**config.mk**
```make
export PLATFORM = sky130hd
export DESIGN_NAME = qfp_serial_port
export DESIGN_NICKNAME = d
export VERILOG_FILES = /design/src/qfp_serial_port_end.sv /design/src/qfp_pkg.sv /design/src/qfp_stream_if.sv /design/src/qfp_serial_port.sv /design/src/qfp_fifo.sv
export VERILOG_INCLUDE_DIRS = /design/src
export SDC_FILE = /design/constraint.sdc
export NUM_CORES = 1
export LEC_CHECK = 0
export BUFFER_PORTS_ARGS = -buffer_cell sky130_fd_sc_hd__buf_4
export CELL_PAD_IN_SITES_DETAIL_PLACEMENT = 1
export CELL_PAD_IN_SITES_GLOBAL_PLACEMENT = 2
export CORE_UTILIZATION = 30
export DETAILED_ROUTE_END_ITERATION = 8
export PLACE_DENSITY_LB_ADDON = 0.1
export SLEW_MARGIN = 20
export SYNTH_ARGS = -nofsm -noshare
export SYNTH_HDL_FRONTEND = slang
export SYNTH_HIERARCHICAL = 1
export SYNTH_SLANG_ARGS = --single-unit
```
**constraint.sdc**
```tcl
create_clock -name i_clk -period 3.2 [get_ports i_clk]
set_input_delay 0.64 -clock i_clk [delete_from_list [all_inputs] [get_ports i_clk]]
set_output_delay 0.64 -clock i_clk [all_outputs]
set_load 0.01 [all_outputs]
```
**src/qfp_params.svh**
```systemverilog
// Constants of the serial frame port: frame timing, result layout, channel field.
// Assumes inclusion by bare name from every file that needs them.
`ifndef QFP_PARAMS_SVH
`define QFP_PARAMS_SVH

`define QFP_TRACK_CYCLES   4'h3
`define QFP_CONV_CYCLES    4'hd
`define QFP_FRAME_CYCLES   5'h10
`define QFP_HOLD_INDEX     4'h3
`define QFP_LAST_INDEX     4'hf
`define QFP_RESULT_BITS    10
`define QFP_CTL_BITS       4'h8
`define QFP_CHAN_MSB       4
`define QFP_CHAN_LSB       3
`define QFP_CHAN_RESET     2'h0
`define QFP_SYNC_STAGES    3
`define QFP_FIFO_DEPTH     32

`endif

```
**src/qfp_serial_port_end.sv**
```systemverilog
// Holds no logic of its own; the serial frame port lives in qfp_serial_port.sv.
`timescale 1ns/1ps
`default_nettype none
`default_nettype wire

```
**src/qfp_pkg.sv**
```systemverilog
// Types shared by the serial frame port modules.
// Assumes nothing of its surroundings.
package qfp_pkg;

    // Gray codes along shutdown, track, convert.
    typedef enum logic [1:0] {
        QFP_SHUTDOWN = 2'h0,
        QFP_TRACK    = 2'h1,
        QFP_CONVERT  = 2'h3
    } qfp_phase_type;

endpackage : qfp_pkg

```
**src/qfp_stream_if.sv**
```systemverilog
// Valid/ready stream between the frame port and its result buffer.
// Assumes both ends run on the same clock.
`timescale 1ns/1ps
`default_nettype none

interface qfp_stream_if #(
    parameter int WIDTH = 10
);
    logic             valid;
    logic             ready;
    logic [WIDTH-1:0] data;

    modport source (output valid, output data, input ready);
    modport sink   (input valid, input data, output ready);
endinterface : qfp_stream_if

`default_nettype wire

```
**src/qfp_serial_port.sv**
```systemverilog
// Serial frame port of a four-input 10-bit converter, device end.
// Assumes the host drives serial clock, frame select and data in asynchronously;
// conversion results arrive on a valid/ready stream from the converter core.
//
// How it works
// - Each conversion spans 16 serial clock cycles: 3 of tracking, then 13 of conversion.
// - With frame select low the port is operational; with it high all activity stops except the result buffer filling.
// - Once frame select falls the data output is driven instead of left floating.
// - The data output changes only after each falling serial clock edge.
// - The host sets data in up before a rising edge and the port samples it on that edge.
// - When frame select rises the data output is released.
// - The channel address shifted in during a conversion applies to the next one.
// - The input is held at the fourth falling edge, which ends tracking.
`include "qfp_params.svh"
`timescale 1ns/1ps
`default_nettype none

module qfp_serial_port #(
    parameter int RES_BITS   = `QFP_RESULT_BITS,
    parameter int FIFO_DEPTH = `QFP_FIFO_DEPTH
) (
    // Clock and reset.
    input  wire logic                i_clk,
    input  wire logic                i_rst_n,
    // Serial pins.
    input  wire logic                i_sclk,
    input  wire logic                i_cs_n,
    input  wire logic                i_din,
    output logic                     o_dout,
    output logic                     o_dout_oe,
    // Converter core results.
    input  wire logic                i_res_valid,
    input  wire logic [RES_BITS-1:0] i_res_data,
    output logic                     o_res_ready,
    // Converter core control.
    output logic                     o_active,
    output logic                     o_track,
    output logic                     o_hold,
    output logic [1:0]               o_chan
);
    // ========================================================================
    // Pin synchronisers.
    // ========================================================================
    logic [`QFP_SYNC_STAGES-1:0] sclk_s_q, cs_s_q, din_s_q;
    logic [2:0]                  filt_q, filt_d;
    logic                        sclk_f, cs_f, din_f, sclk_p;

    always_ff @(posedge i_clk) begin
        if (!i_rst_n) begin
            sclk_s_q <= '0;
            cs_s_q   <= '1;
            din_s_q  <= '0;
        end else begin
            sclk_s_q <= {sclk_s_q[1:0], i_sclk};
            cs_s_q   <= {cs_s_q[1:0], i_cs_n};
            din_s_q  <= {din_s_q[1:0], i_din};
        end
    end

    // A level counts once the second and third stages agree.
    always_comb begin
        filt_d = filt_q;
        if (sclk_s_q[1] == sclk_s_q[2]) begin
            filt_d[0] = sclk_s_q[2];
        end
        if (cs_s_q[1] == cs_s_q[2]) begin
            filt_d[1] = cs_s_q[2];
        end
        if (din_s_q[1] == din_s_q[2]) begin
            filt_d[2] = din_s_q[2];
        end
    end

    always_ff @(posedge i_clk) begin
        if (!i_rst_n) begin
            filt_q <= 3'h2;
            sclk_p <= 1'b0;
        end else begin
            filt_q <= filt_d;
            sclk_p <= filt_q[0];
        end
    end

    assign sclk_f = filt_q[0];
    assign cs_f   = filt_q[1];
    assign din_f  = filt_q[2];

    logic sclk_rise, sclk_fall, sel;
    assign sel       = !cs_f;
    assign sclk_rise = sel && sclk_f && !sclk_p;
    assign sclk_fall = sel && !sclk_f && sclk_p;

    // ========================================================================
    // Result buffer.
    // ========================================================================
    qfp_stream_if #(.WIDTH(RES_BITS)) fill_if ();
    qfp_stream_if #(.WIDTH(RES_BITS)) drain_if ();

    assign fill_if.valid = i_res_valid;
    assign fill_if.data  = i_res_data;

    qfp_fifo #(
        .WIDTH (RES_BITS),
        .DEPTH (FIFO_DEPTH)
    ) u_fifo (
        .i_clk   (i_clk),
        .i_rst_n (i_rst_n),
        .wr      (fill_if.sink),
        .rd      (drain_if.source)
    );

    // ========================================================================
    // Frame sequencer and shifters.
    // ========================================================================
    qfp_pkg::qfp_phase_type phase_q, phase_d;
    logic [3:0]          cnt_q, cnt_d;
    logic [RES_BITS+1:0] sh_q, sh_d;
    logic [7:0]          ctl_q, ctl_d;
    logic [1:0]          next_chan_q, next_chan_d, chan_q, chan_d;
    logic                dout_q, dout_d, oe_q, oe_d, hold_q, hold_d;
    logic                rdy_q, rdy_d, pop;
    logic [3:0]          rcnt_q, rcnt_d;
    logic                active_q, active_d, track_q, track_d;
    logic [RES_BITS-1:0] res;

    // An empty buffer yields a zero code rather than stalling the frame.
    assign res            = drain_if.valid ? drain_if.data : '0;
    assign pop            = sclk_fall && (cnt_q == `QFP_HOLD_INDEX);
    assign drain_if.ready = pop;

    always_comb begin
        phase_d     = phase_q;
        cnt_d       = cnt_q;
        sh_d        = sh_q;
        ctl_d       = ctl_q;
        next_chan_d = next_chan_q;
        chan_d      = chan_q;
        dout_d      = dout_q;
        rcnt_d      = rcnt_q;
        hold_d      = 1'b0;
        oe_d        = sel;
        rdy_d       = fill_if.ready;
        if (!sel) begin
            phase_d = qfp_pkg::QFP_SHUTDOWN;
            cnt_d   = '0;
            rcnt_d  = '0;
            dout_d  = 1'b0;
            sh_d    = '0;
        end else begin
            if (phase_q == qfp_pkg::QFP_SHUTDOWN) begin
                phase_d = qfp_pkg::QFP_TRACK;
            end
            // Rising edges keep their own count: with the clock idling high they
            // follow the falling edge of the same cycle instead of leading it.
            if (sclk_rise) begin
                rcnt_d = rcnt_q + 4'h1;
                if (rcnt_q < `QFP_CTL_BITS) begin
                    ctl_d = {ctl_q[6:0], din_f};
                end
                if (rcnt_q == `QFP_CTL_BITS - 4'h1) begin
                    next_chan_d = {ctl_q[`QFP_CHAN_MSB-1], ctl_q[`QFP_CHAN_LSB-1]};
                end
            end
            if (sclk_fall) begin
                cnt_d = cnt_q + 4'h1;
                if (cnt_q == `QFP_HOLD_INDEX) begin
                    phase_d = qfp_pkg::QFP_CONVERT;
                    hold_d  = 1'b1;
                    chan_d  = next_chan_q;
                    dout_d  = res[RES_BITS-1];
                    sh_d    = {res[RES_BITS-2:0], 3'h0};
                end else begin
                    dout_d  = sh_q[RES_BITS+1];
                    sh_d    = {sh_q[RES_BITS:0], 1'b0};
                end
                if (cnt_q == `QFP_LAST_INDEX) begin
                    phase_d = qfp_pkg::QFP_TRACK;
                end
            end
        end
        active_d = (phase_d != qfp_pkg::QFP_SHUTDOWN);
        track_d  = (phase_d == qfp_pkg::QFP_TRACK);
    end

    always_ff @(posedge i_clk) begin
        if (!i_rst_n) begin
            phase_q     <= qfp_pkg::QFP_SHUTDOWN;
            cnt_q       <= '0;
            sh_q        <= '0;
            ctl_q       <= '0;
            next_chan_q <= `QFP_CHAN_RESET;
            chan_q      <= `QFP_CHAN_RESET;
            dout_q      <= 1'b0;
            oe_q        <= 1'b0;
            hold_q      <= 1'b0;
            rdy_q       <= 1'b0;
            rcnt_q      <= '0;
            active_q    <= 1'b0;
            track_q     <= 1'b0;
        end else begin
            phase_q     <= phase_d;
            cnt_q       <= cnt_d;
            sh_q        <= sh_d;
            ctl_q       <= ctl_d;
            next_chan_q <= next_chan_d;
            chan_q      <= chan_d;
            dout_q      <= dout_d;
            oe_q        <= oe_d;
            hold_q      <= hold_d;
            rdy_q       <= rdy_d;
            rcnt_q      <= rcnt_d;
            active_q    <= active_d;
            track_q     <= track_d;
        end
    end

    assign o_dout      = dout_q;
    assign o_dout_oe   = oe_q;
    assign o_hold      = hold_q;
    assign o_chan      = chan_q;
    assign o_res_ready = rdy_q;
    assign o_active    = active_q;
    assign o_track     = track_q;

endmodule : qfp_serial_port

`default_nettype wire

```
**src/qfp_fifo.sv**
```systemverilog
// Result buffer: synchronous FIFO with registered full and empty flags.
// Assumes a single clock and a synchronous active-low reset.
`timescale 1ns/1ps
`default_nettype none

module qfp_fifo #(
    parameter int WIDTH = 10,
    parameter int DEPTH = 32
) (
    // Clock and reset.
    input  wire logic   i_clk,
    input  wire logic   i_rst_n,
    // Filling side.
    qfp_stream_if.sink  wr,
    // Draining side.
    qfp_stream_if.source rd
);
    localparam int AW = $clog2(DEPTH);

    logic [WIDTH-1:0] mem [DEPTH];
    logic [AW-1:0]    wp_q, wp_d, rp_q, rp_d;
    logic [AW:0]      cnt_q, cnt_d;
    logic             full_q, full_d, empty_q, empty_d;
    logic             push, pop;

    assign push     = wr.valid && !full_q;
    assign pop      = rd.ready && !empty_q;
    assign wr.ready = !full_q;
    assign rd.valid = !empty_q;
    assign rd.data  = mem[rp_q];

    always_comb begin
        wp_d    = push ? AW'(wp_q + 1'b1) : wp_q;
        rp_d    = pop ? AW'(rp_q + 1'b1) : rp_q;
        cnt_d   = cnt_q;
        if (push && !pop) begin
            cnt_d = (AW+1)'(cnt_q + 1'b1);
        end else if (pop && !push) begin
            cnt_d = (AW+1)'(cnt_q - 1'b1);
        end
        full_d  = (cnt_d == (AW+1)'(DEPTH));
        empty_d = (cnt_d == '0);
    end

    always_ff @(posedge i_clk) begin
        if (!i_rst_n) begin
            wp_q    <= '0;
            rp_q    <= '0;
            cnt_q   <= '0;
            full_q  <= 1'b0;
            empty_q <= 1'b1;
        end else begin
            wp_q    <= wp_d;
            rp_q    <= rp_d;
            cnt_q   <= cnt_d;
            full_q  <= full_d;
            empty_q <= empty_d;
        end
    end

    // Storage carries no reset.
    always_ff @(posedge i_clk) begin
        if (push) begin
            mem[wp_q] <= wr.data;
        end
    end

endmodule : qfp_fifo

`default_nettype wire

```
## After elaboration in Yosys (flattened, before gate mapping)

Memory sizes are Yosys's and may differ from the RTL's. A register that Yosys moved wholly into a read port is not among the register bits.
Index checks and enable logic that the tools add are counted.

- Output and inout bits: 8
- Input port bits: 16
- Memories kept: 1
- Logic and storage cells: 83
- Memory bits (writable): 320
- Register bits: 67

Memories:

| name | depth | bits a word | rd ports | clocked after Yosys merged registers in | write ports | RTL line | source |
|---|---|---|---|---|---|---|---|
| u_fifo.mem | 32 | 10 | 1 | 1 | 1 | qfp_fifo.sv:20 | `logic [WIDTH-1:0] mem [DEPTH];` |

- $lt $le $gt $ge: 1
- Reduce and logical (&&, ||, !) cells: 24
- $add $sub $neg: 6
- Equality and inequality tests: 8
- Muxes and demuxes: 15
- Bitwise gates (word level): 3

Operators with widths:

| operator | count |
|---|---|
| 12-bit two-way mux | 1 |
| 6-bit two-way mux | 2 |
| 5-bit by 1-bit adder with 5-bit output (second input constant) | 2 |
| 10-bit two-way mux | 1 |
| 2-bit two-way mux | 5 |
| 5-bit two-way mux | 2 |
| 1-bit logical AND | 9 |
| 3-bit AND reduction | 3 |
| 4-bit by 1-bit adder with 4-bit output (second input constant) | 2 |
| 1-bit zero test | 7 |
| 6-bit by 1-bit adder with 6-bit output (second input constant) | 1 |
| 6-bit == test (second input constant) | 1 |
| 6-bit zero test | 1 |
| 6-bit by 1-bit subtractor with 6-bit output (second input constant) | 1 |
| 4-bit by 2-bit == test with 1-bit output (second input constant) | 1 |
| 4-bit by 3-bit == test with 1-bit output (second input constant) | 1 |
| 4-bit == test (second input constant) | 1 |
| 4-bit < comparator (second input constant) | 1 |
| 1-bit two-way mux | 4 |
| 1-bit == test | 3 |
| 1-bit inverter | 3 |
| 3-bit OR reduction | 1 |
| 2-bit by 1-bit == test with 1-bit output (second input constant) | 1 |
| 2-bit zero test | 1 |
| 2 further kinds | 2 |

## Longest topological paths before layout

Gate-level depths: netlist of run 1.

- Word-level depth: 9
- Mapped depth: 10
- Depth with buffers taken out: 8

## Cells and area by module

The synthesis of run 1 kept the hierarchy.

By module, submodules not included:

| module | cells an instance | instances | sequential area each (µm²) | area an instance (µm²) |
|---|---|---|---|---|
| qfp_fifo | 803 | 1 | 10069.7 | 13590.5 |
| qfp_serial_port | 189 | 1 | 900.9 | 1705.4 |

## Worst setup path before layout of run 1

OpenSTA, ideal clock, no wires.

- Kind: flip-flop to flip-flop
- From: register cnt_q[0] (netlist name)
- To: register u_fifo.full_q
- Path buffers: 1
- Arrival time: 2.475 ns
- Clock period less this slack: 2.563 ns
- Required time: 3.113 ns
- Slack: 0.637 ns
- Setup time: 0.087 ns
- Cell stages (with the launch flop): 10
- Cells stage by stage: dfxtp_1 ha_1 or3b_2 clkbuf_1 nor2_1 nand2b_1 and3_4 or3_1 a32o_1 nor4b_2

RTL lines:

| item | RTL line | source |
|---|---|---|
| end signal, assigned | qfp_fifo.sv:56 | `full_q <= full_d;` |
| end, declared | qfp_fifo.sv:23 | `logic full_q, full_d, empty_q, empty_d;` |

==> results.ini, run 1 <==
[clock_network]
cts_buffer_depth = 3
cts_tree = done
holdBufCountCts = 0
root_buffer = clkbuf_16
clk_pin_slew_ns = 0.06
numCtsBuffers = 45
ctsResizeCount = 0
postCtsSetupBuffers = 0
htreeDepth = 2
cts_sinks = 388
insertion_delay_ns = 0.57

[detailed_routing]
vias_per_cell = 4.761
vias = 8403
wl_per_cell_um = 22.46
postRouteAntennaNets = 0
first_pass_iters = 4
drc = 0
drtIter0Drc = 425
drt_wl_total_mm = 39.64

[yosys]
synthCells = 992
synth_fp_nets = 1017
synth_warnings = 6
synth_cell_types = 55
synthFlopType = edfxtp_1
synth-edff-count = 320
ys_async_sr_fraction = 0
avgSynthCellArea_um2 = 15.42
synth_area_um2 = 15300
ys_ff_latch = 388
seq_area_frac_synth = 0.7172

[grt]
grt_remaining_overflow = 0
grt_pass1_vias = 8933
antenna_found_initial = 1
grt_max_degree = 71
grt_use_total = 0.1550
grt_pass1_wl_mm = 59.49

[timing]
skew_ns = 0.01519
clock.fmax_mhz = 367.7
tightest_slew_ns = 0.6945
fin_crit_sh = 0.8498
period_minus_slack_ns = 2.719
maxSlewViolCount = 0
hold_violations = 0
rsz0062_at_grt = false
setup_viol = 0
setup-tns-final_ns = 0
slew_headroom = 0.5360

[final_layout]
fillerInstances = 5176
area.growth.synth_to_final_pct = 16.90
design_area_um2 = 17880
drive_gt1_frac = 0.1693
antennaDiodeCount = 0
final_common_cell = edfxtp_1
nNetsFinal = 1084
layout_common_cells = edfxtp_1, mux2i_1, buf_4, dfxtp_1, nand2_1

[setup_path]
crit_chain = ha_1 > or3b_2 > nor2_1 > nand2b_1 > nor2_1 > a31oi_1 > xnor2_1 > o41ai_2
cp_num_buf_inv = 0
ff2ff_path_depth = 8
start_kind = register
path_class = reg2reg
r2r_slack_ns = 0.48
critPathArrivalTime_ns = 3.18
crit_slowest_cell = or3b_2
cp-end-kind = register
critical_path.top_delay_family = simple AND/OR/NAND/NOR gates
crit_start = cnt_q[0]
critical_path.most_common_cell = nor2_1
r2r-end = u_fifo/empty_q
cp.depth = 8
r2r-start = cnt_q[0]
crit_required_ns = 3.66
crit_fanout = 6
max_stage_delay_ns = 0.47
cp-endpoint = u_fifo/empty_q

[pwr]
power.leakage_uw = 0.005545
p_per_area_nw_per_um2 = 591.2
max-vdd-ir-drop_mv = 0.3914

[worst_hold_path]
hold_start = i_cs_n
hold_class = in2reg

[placed_design]
placed_cell_area_um2 = 16510
hpwlAfterDp_mm = 24.15
io_buffer_count = 23
gp_congestion = 0.7314

[floorplanning]
initial_core_util = 0.3043
std_cell_rows = 82
die_area_um2 = 51890
chipWidth_um = 227.8
core_area_um2 = 50270
ios = 24
die_h_um = 227.8

[status]
status = completed

[flow_run]
max-cap-violations = 0

-- final cells by class --
cell class / count / area [um^2] / area share
Multi-Input combinational cell: 540 / 4053 / 0.2266
Tap cell: 672 / 840.8 / 0.04702
Sequential cell: 388 / 10970 / 0.6137
Inverter: 9 / 33.78 / 0.001889
Clock buffer: 64 / 1260 / 0.07046
Timing Repair Buffer: 75 / 613.1 / 0.03429
Clock inverter: 17 / 106.4 / 0.005948
-- how the worst min path moves through the flow --
stage / end / slack (ns) / cells after the start
after detailed placement: cs_s_q[1] / 0.40 / 1
final: cs_s_q[0] / 0.27 / 2
after global routing: cs_s_q[0] / 0.24 / 2
after CTS: cs_s_q[0] / 0.23 / 2
after global placement: cs_s_q[1] / 0.39 / 1
after floorplan: cs_s_q[1] / 0.39 / 1
-- logic make-up after synthesis --
family	synth area share
AOI/OAI and AO/OA	0.04851
DFF	0.7172
muxes	0.1166
and+or+nand+nor	0.08360
buffers and inverters	0.01865
xor gates and xnor gates	0.008017
adders and majority gates	0.007362
-- Yosys cell counts, types with 2 or more instances --
cell / count / share of area
or2_2: 3 / 0.0012
mux2_2: 10 / 0.0074
o21bai_1: 2 / 0.00098
mux2i_1: 122 / 0.080
nor3b_1: 2 / 0.00098
mux4_2: 20 / 0.029
edfxtp_1: 320 / 0.63
nand4b_1: 2 / 0.0011
and3_4: 2 / 0.0015
nor2b_1: 4 / 0.0016
or3b_2: 3 / 0.0017
o21ai_0: 20 / 0.0065
buf_1: 4 / 0.00098
nand2b_1: 8 / 0.0033
xnor2_1: 12 / 0.0069
nor2_1: 45 / 0.011
buf_4: 4 / 0.0020
a22oi_1: 40 / 0.020
nor3_1: 4 / 0.0013
o21a_1: 2 / 0.00098
nand2_1: 65 / 0.016
inv_1: 8 / 0.0020
xor2_1: 2 / 0.0011
nand3_1: 46 / 0.015
a21oi_1: 36 / 0.012
and4bb_2: 2 / 0.0016
or3_1: 6 / 0.0025
a21boi_0: 2 / 0.00098
nor4_1: 2 / 0.00082
dfxtp_1: 68 / 0.089
ha_1: 9 / 0.0074
nand4_1: 17 / 0.0070
nand3b_1: 3 / 0.0015
a31oi_1: 12 / 0.0049
buf_2: 17 / 0.0056
and2_1: 22 / 0.0090
clkbuf_1: 28 / 0.0069
-- per-layer routing --
metal	track usage	share of wire	up-vias
met4	0.04202	0.020	0
li1	-	-	3936
met3	0.02725	0.033	50
met2	0.2500	0.47	99
met5	0	0	-
met1	0.2142	0.48	4318
-- where the power goes --
group          switching, uW  internal (uW)  leakage [uW]
Combinational            184           65.6       0.00144
Clock                   1990           2810      0.000673
Sequential              21.6           5500       0.00343
-- metrics by stage --
step                std cells  utilization  hold slack (ns)  total power, uW  setup WS (ns)
floorplan                 992            -           0.3863             5718         0.6374
global placement         1684       0.3285           0.3938             5888         0.5994
detailed placement       1684       0.3285           0.3993             5891         0.5254
CTS                      1765       0.3557           0.2258            10770         0.4747
global route             1765       0.3557           0.2362            10950         0.2264
finish                   1765       0.3557           0.2670            10570         0.4807
-- sequential cells by signal (all words and copies together), names as in the netlist, 2 cells and up, named ones only --
register / flops
u_fifo/rp_q: 5
rcnt_q: 4
sclk_s_q: 3
u_fifo/wp_q: 5
din_s_q: 3
cnt_q: 4
u_fifo/mem: 320
ctl_q: 4
next_chan_q: 2
o_chan: 2
u_fifo/cnt_q: 6
cs_s_q: 3
filt_q: 3
sh_q: 9
No activity file was read; power rests on OpenSTA's default activity.
==> inputs of run 2 (changes only) <==
Clock period 3.2 ns to 2.8 ns, I/O delays scaled along.
==> results.ini, run 2 (synthesis results as in run 1) <==
[final_layout]
registers.top_by_ff_count = u_fifo/mem  ; unchanged
layout_common_cells = edfxtp_1, mux2i_1, buf_4, dfxtp_1, nand2_1  ; unchanged
final_common_cell = edfxtp_1  ; unchanged
area.growth.synth_to_final_pct = 17.53  ; was 16.90%
reg_top3 = u_fifo/mem x320, sh_q x9, u_fifo/cnt_q x6  ; unchanged
drive_gt1_frac = 0.1762  ; was 0.1693
largest_register_ffs = 320  ; unchanged
nNetsFinal = 1094  ; was 1084
register_area_um2 = 10970  ; unchanged
fillerInstances = 5178  ; was 5176
multi_input_area_um2 = 4058  ; was 4053 um^2

[grt]
grt_use_met2 = 0.2424  ; was 0.2500
grt_remaining_overflow = 0  ; unchanged
use_met1 = 0.2198  ; was 0.2142
grt_pass1_vias = 8790  ; was 8933
grt_use_total = 0.1555  ; was 0.1550
grt_max_degree = 38  ; was 71
grt_use_met3 = 0.02788  ; was 0.02725
antenna_found_initial = 1  ; unchanged
grt_pass1_wl_mm = 59.32  ; was 59.49 mm
busiest_layer = met2  ; unchanged

[timing]
setup-tns-final_ns = 0  ; unchanged
clock.fmax_mhz = 384.2  ; was 367.7 MHz
timing.hold.ws_ns = 0.1977  ; was 0.2670 ns
fin_crit_sh = 0.9295  ; was 0.8498
rsz0062_at_grt = false  ; unchanged
hold_violations = 0  ; unchanged
slew_headroom = 0.6331  ; was 0.5360
maxSlewViolCount = 0  ; unchanged
period_minus_slack_ns = 2.603  ; was 2.719 ns
setup_viol = 0  ; unchanged
tightest_slew_ns = 0.5479  ; was 0.6945 ns
skew_ns = 0.01602  ; was 0.01519 ns

[floorplanning]
chipWidth_um = 227.8  ; unchanged
die_h_um = 227.8  ; unchanged
core_area_um2 = 50270  ; unchanged
die_area_um2 = 51890  ; unchanged
ios = 24  ; unchanged
std_cell_rows = 82  ; unchanged
initial_core_util = 0.3043  ; unchanged

[worst_hold_path]
min_to = cs_s_q[0]  ; unchanged
hold_depth = 2  ; unchanged
hold_start = i_cs_n  ; unchanged
hold_class = in2reg  ; unchanged

[detailed_routing]
drtIter0Drc = 501  ; was 425
vias = 8415  ; was 8403
vias_per_cell = 4.744  ; was 4.761
postRouteAntennaNets = 0  ; unchanged
drt_wl_total_mm = 40.04  ; was 39.64 mm
wl_per_cell_um = 22.57  ; was 22.46 um
first_pass_iters = 4  ; unchanged
drc = 0  ; unchanged

[clock_network]
insertion_delay_ns = 0.56  ; was 0.57 ns
htreeDepth = 2  ; unchanged
cts_tree = done  ; unchanged
clk_pin_slew_ns = 0.06  ; about the same
cts_sinks = 388  ; unchanged
root_buffer = clkbuf_16  ; unchanged
numCtsBuffers = 45  ; unchanged
cts_buffer_depth = 3  ; unchanged

[flow_run]
max-cap-violations = 0  ; unchanged

[setup_path]
ff2ff_path_depth = 8  ; unchanged
crit_required_ns = 3.26  ; was 3.66 ns
r2r-end = u_fifo/empty_q  ; unchanged
crit_fanout = 6  ; unchanged
r2r-start = cnt_q[0]  ; unchanged
cp-end-kind = register  ; unchanged
r2r_slack_ns = 0.20  ; was 0.48 ns
critPathArrivalTime_ns = 3.06  ; was 3.18 ns
path_class = reg2reg  ; unchanged
start_kind = register  ; unchanged

[pwr]
power.leakage_uw = 0.005591  ; was 0.005545 uW
p_per_area_nw_per_um2 = 672.6  ; was 591.2 nW/um^2
max-vdd-ir-drop_mv = 0.4641  ; was 0.3914 mV

[status]
status = completed  ; unchanged

[placed_design]
hpwlAfterDp_mm = 24.38  ; was 24.15 mm
io_buffer_count = 23  ; unchanged
gp_congestion = 0.7045  ; was 0.7314

==> run 2: per-stage QoR <==
stage          power, uW  instance area, um^2  setup WS (ns)  cells    util
6_report           12090                17980         0.1974   1774  0.3576
5_1_grt            12510                17970        0.01542   1773  0.3575
3_5_place_dp        6724                16620         0.1212   1693  0.3306
4_1_cts            12280                17960        0.08890   1772  0.3573
3_3_place_gp        6721                16620         0.1642   1693  0.3306
2_1_floorplan       6535                15300         0.2374    992       -
==> run 2: final cells by class <==
cell class | count | area share
Clock buffer | 55 | 0.06473
Clock inverter | 24 | 0.009953
Inverter | 9 | 0.001879
Timing Repair Buffer | 85 | 0.04037
Antenna cell | 1 | 0.0001392
Multi-Input combinational cell | 540 | 0.2257
Sequential cell | 388 | 0.6105
Tap cell | 672 | 0.04677
==> run 2: per-layer routing <==
| metal | up-vias | wire, um |
|---|---|---|
| li1 | 3960 | - |
| met1 | 4296 | 19560 |
| met2 | 97 | 18270 |
| met3 | 62 | 1184 |
| met4 | 0 | 1021 |
| met5 | - | 0 |
==> run 2: report_power, final <==
| part | total, uW | switching [uW] | internal, uW |
|---|---|---|---|
| logic | 280 | 207 | 72.9 |
| clock network | 5500 | 2300 | 3200 |
| registers | 6310 | 23.4 | 6280 |
| total | 12100 | 2530 | 9560 |
==> run 2: how the worst max path moves through the flow <==
stage                     startpoint        endpoint  cells after the start
after floorplan             cnt_q[0]   u_fifo/full_q                      9
after global placement      cnt_q[0]  u_fifo/empty_q                      8
after detailed placement    cnt_q[0]  u_fifo/empty_q                      8
after CTS                   cnt_q[0]  u_fifo/empty_q                      8
after global routing        cnt_q[0]  u_fifo/empty_q                      8
final                       cnt_q[0]  u_fifo/empty_q                      8
==> run 2: critical path: stages, from the launching register on <==
cell and delay [ns]:
dfxtp_1 0.37, ha_1 0.24, or3b_2 0.48, nor2_1 0.21, nor2b_2 0.30, nor4_1 0.10, or3_1 0.37, and2_1 0.16
o41ai_2 0.27
==> run 2: timing repair <==
item                       CTS  global route
hold endpoints to repair     0             0
resized for setup            0             2
setup endpoints to repair    0             3
hold buffers                 0             0
buffers inserted             0             1
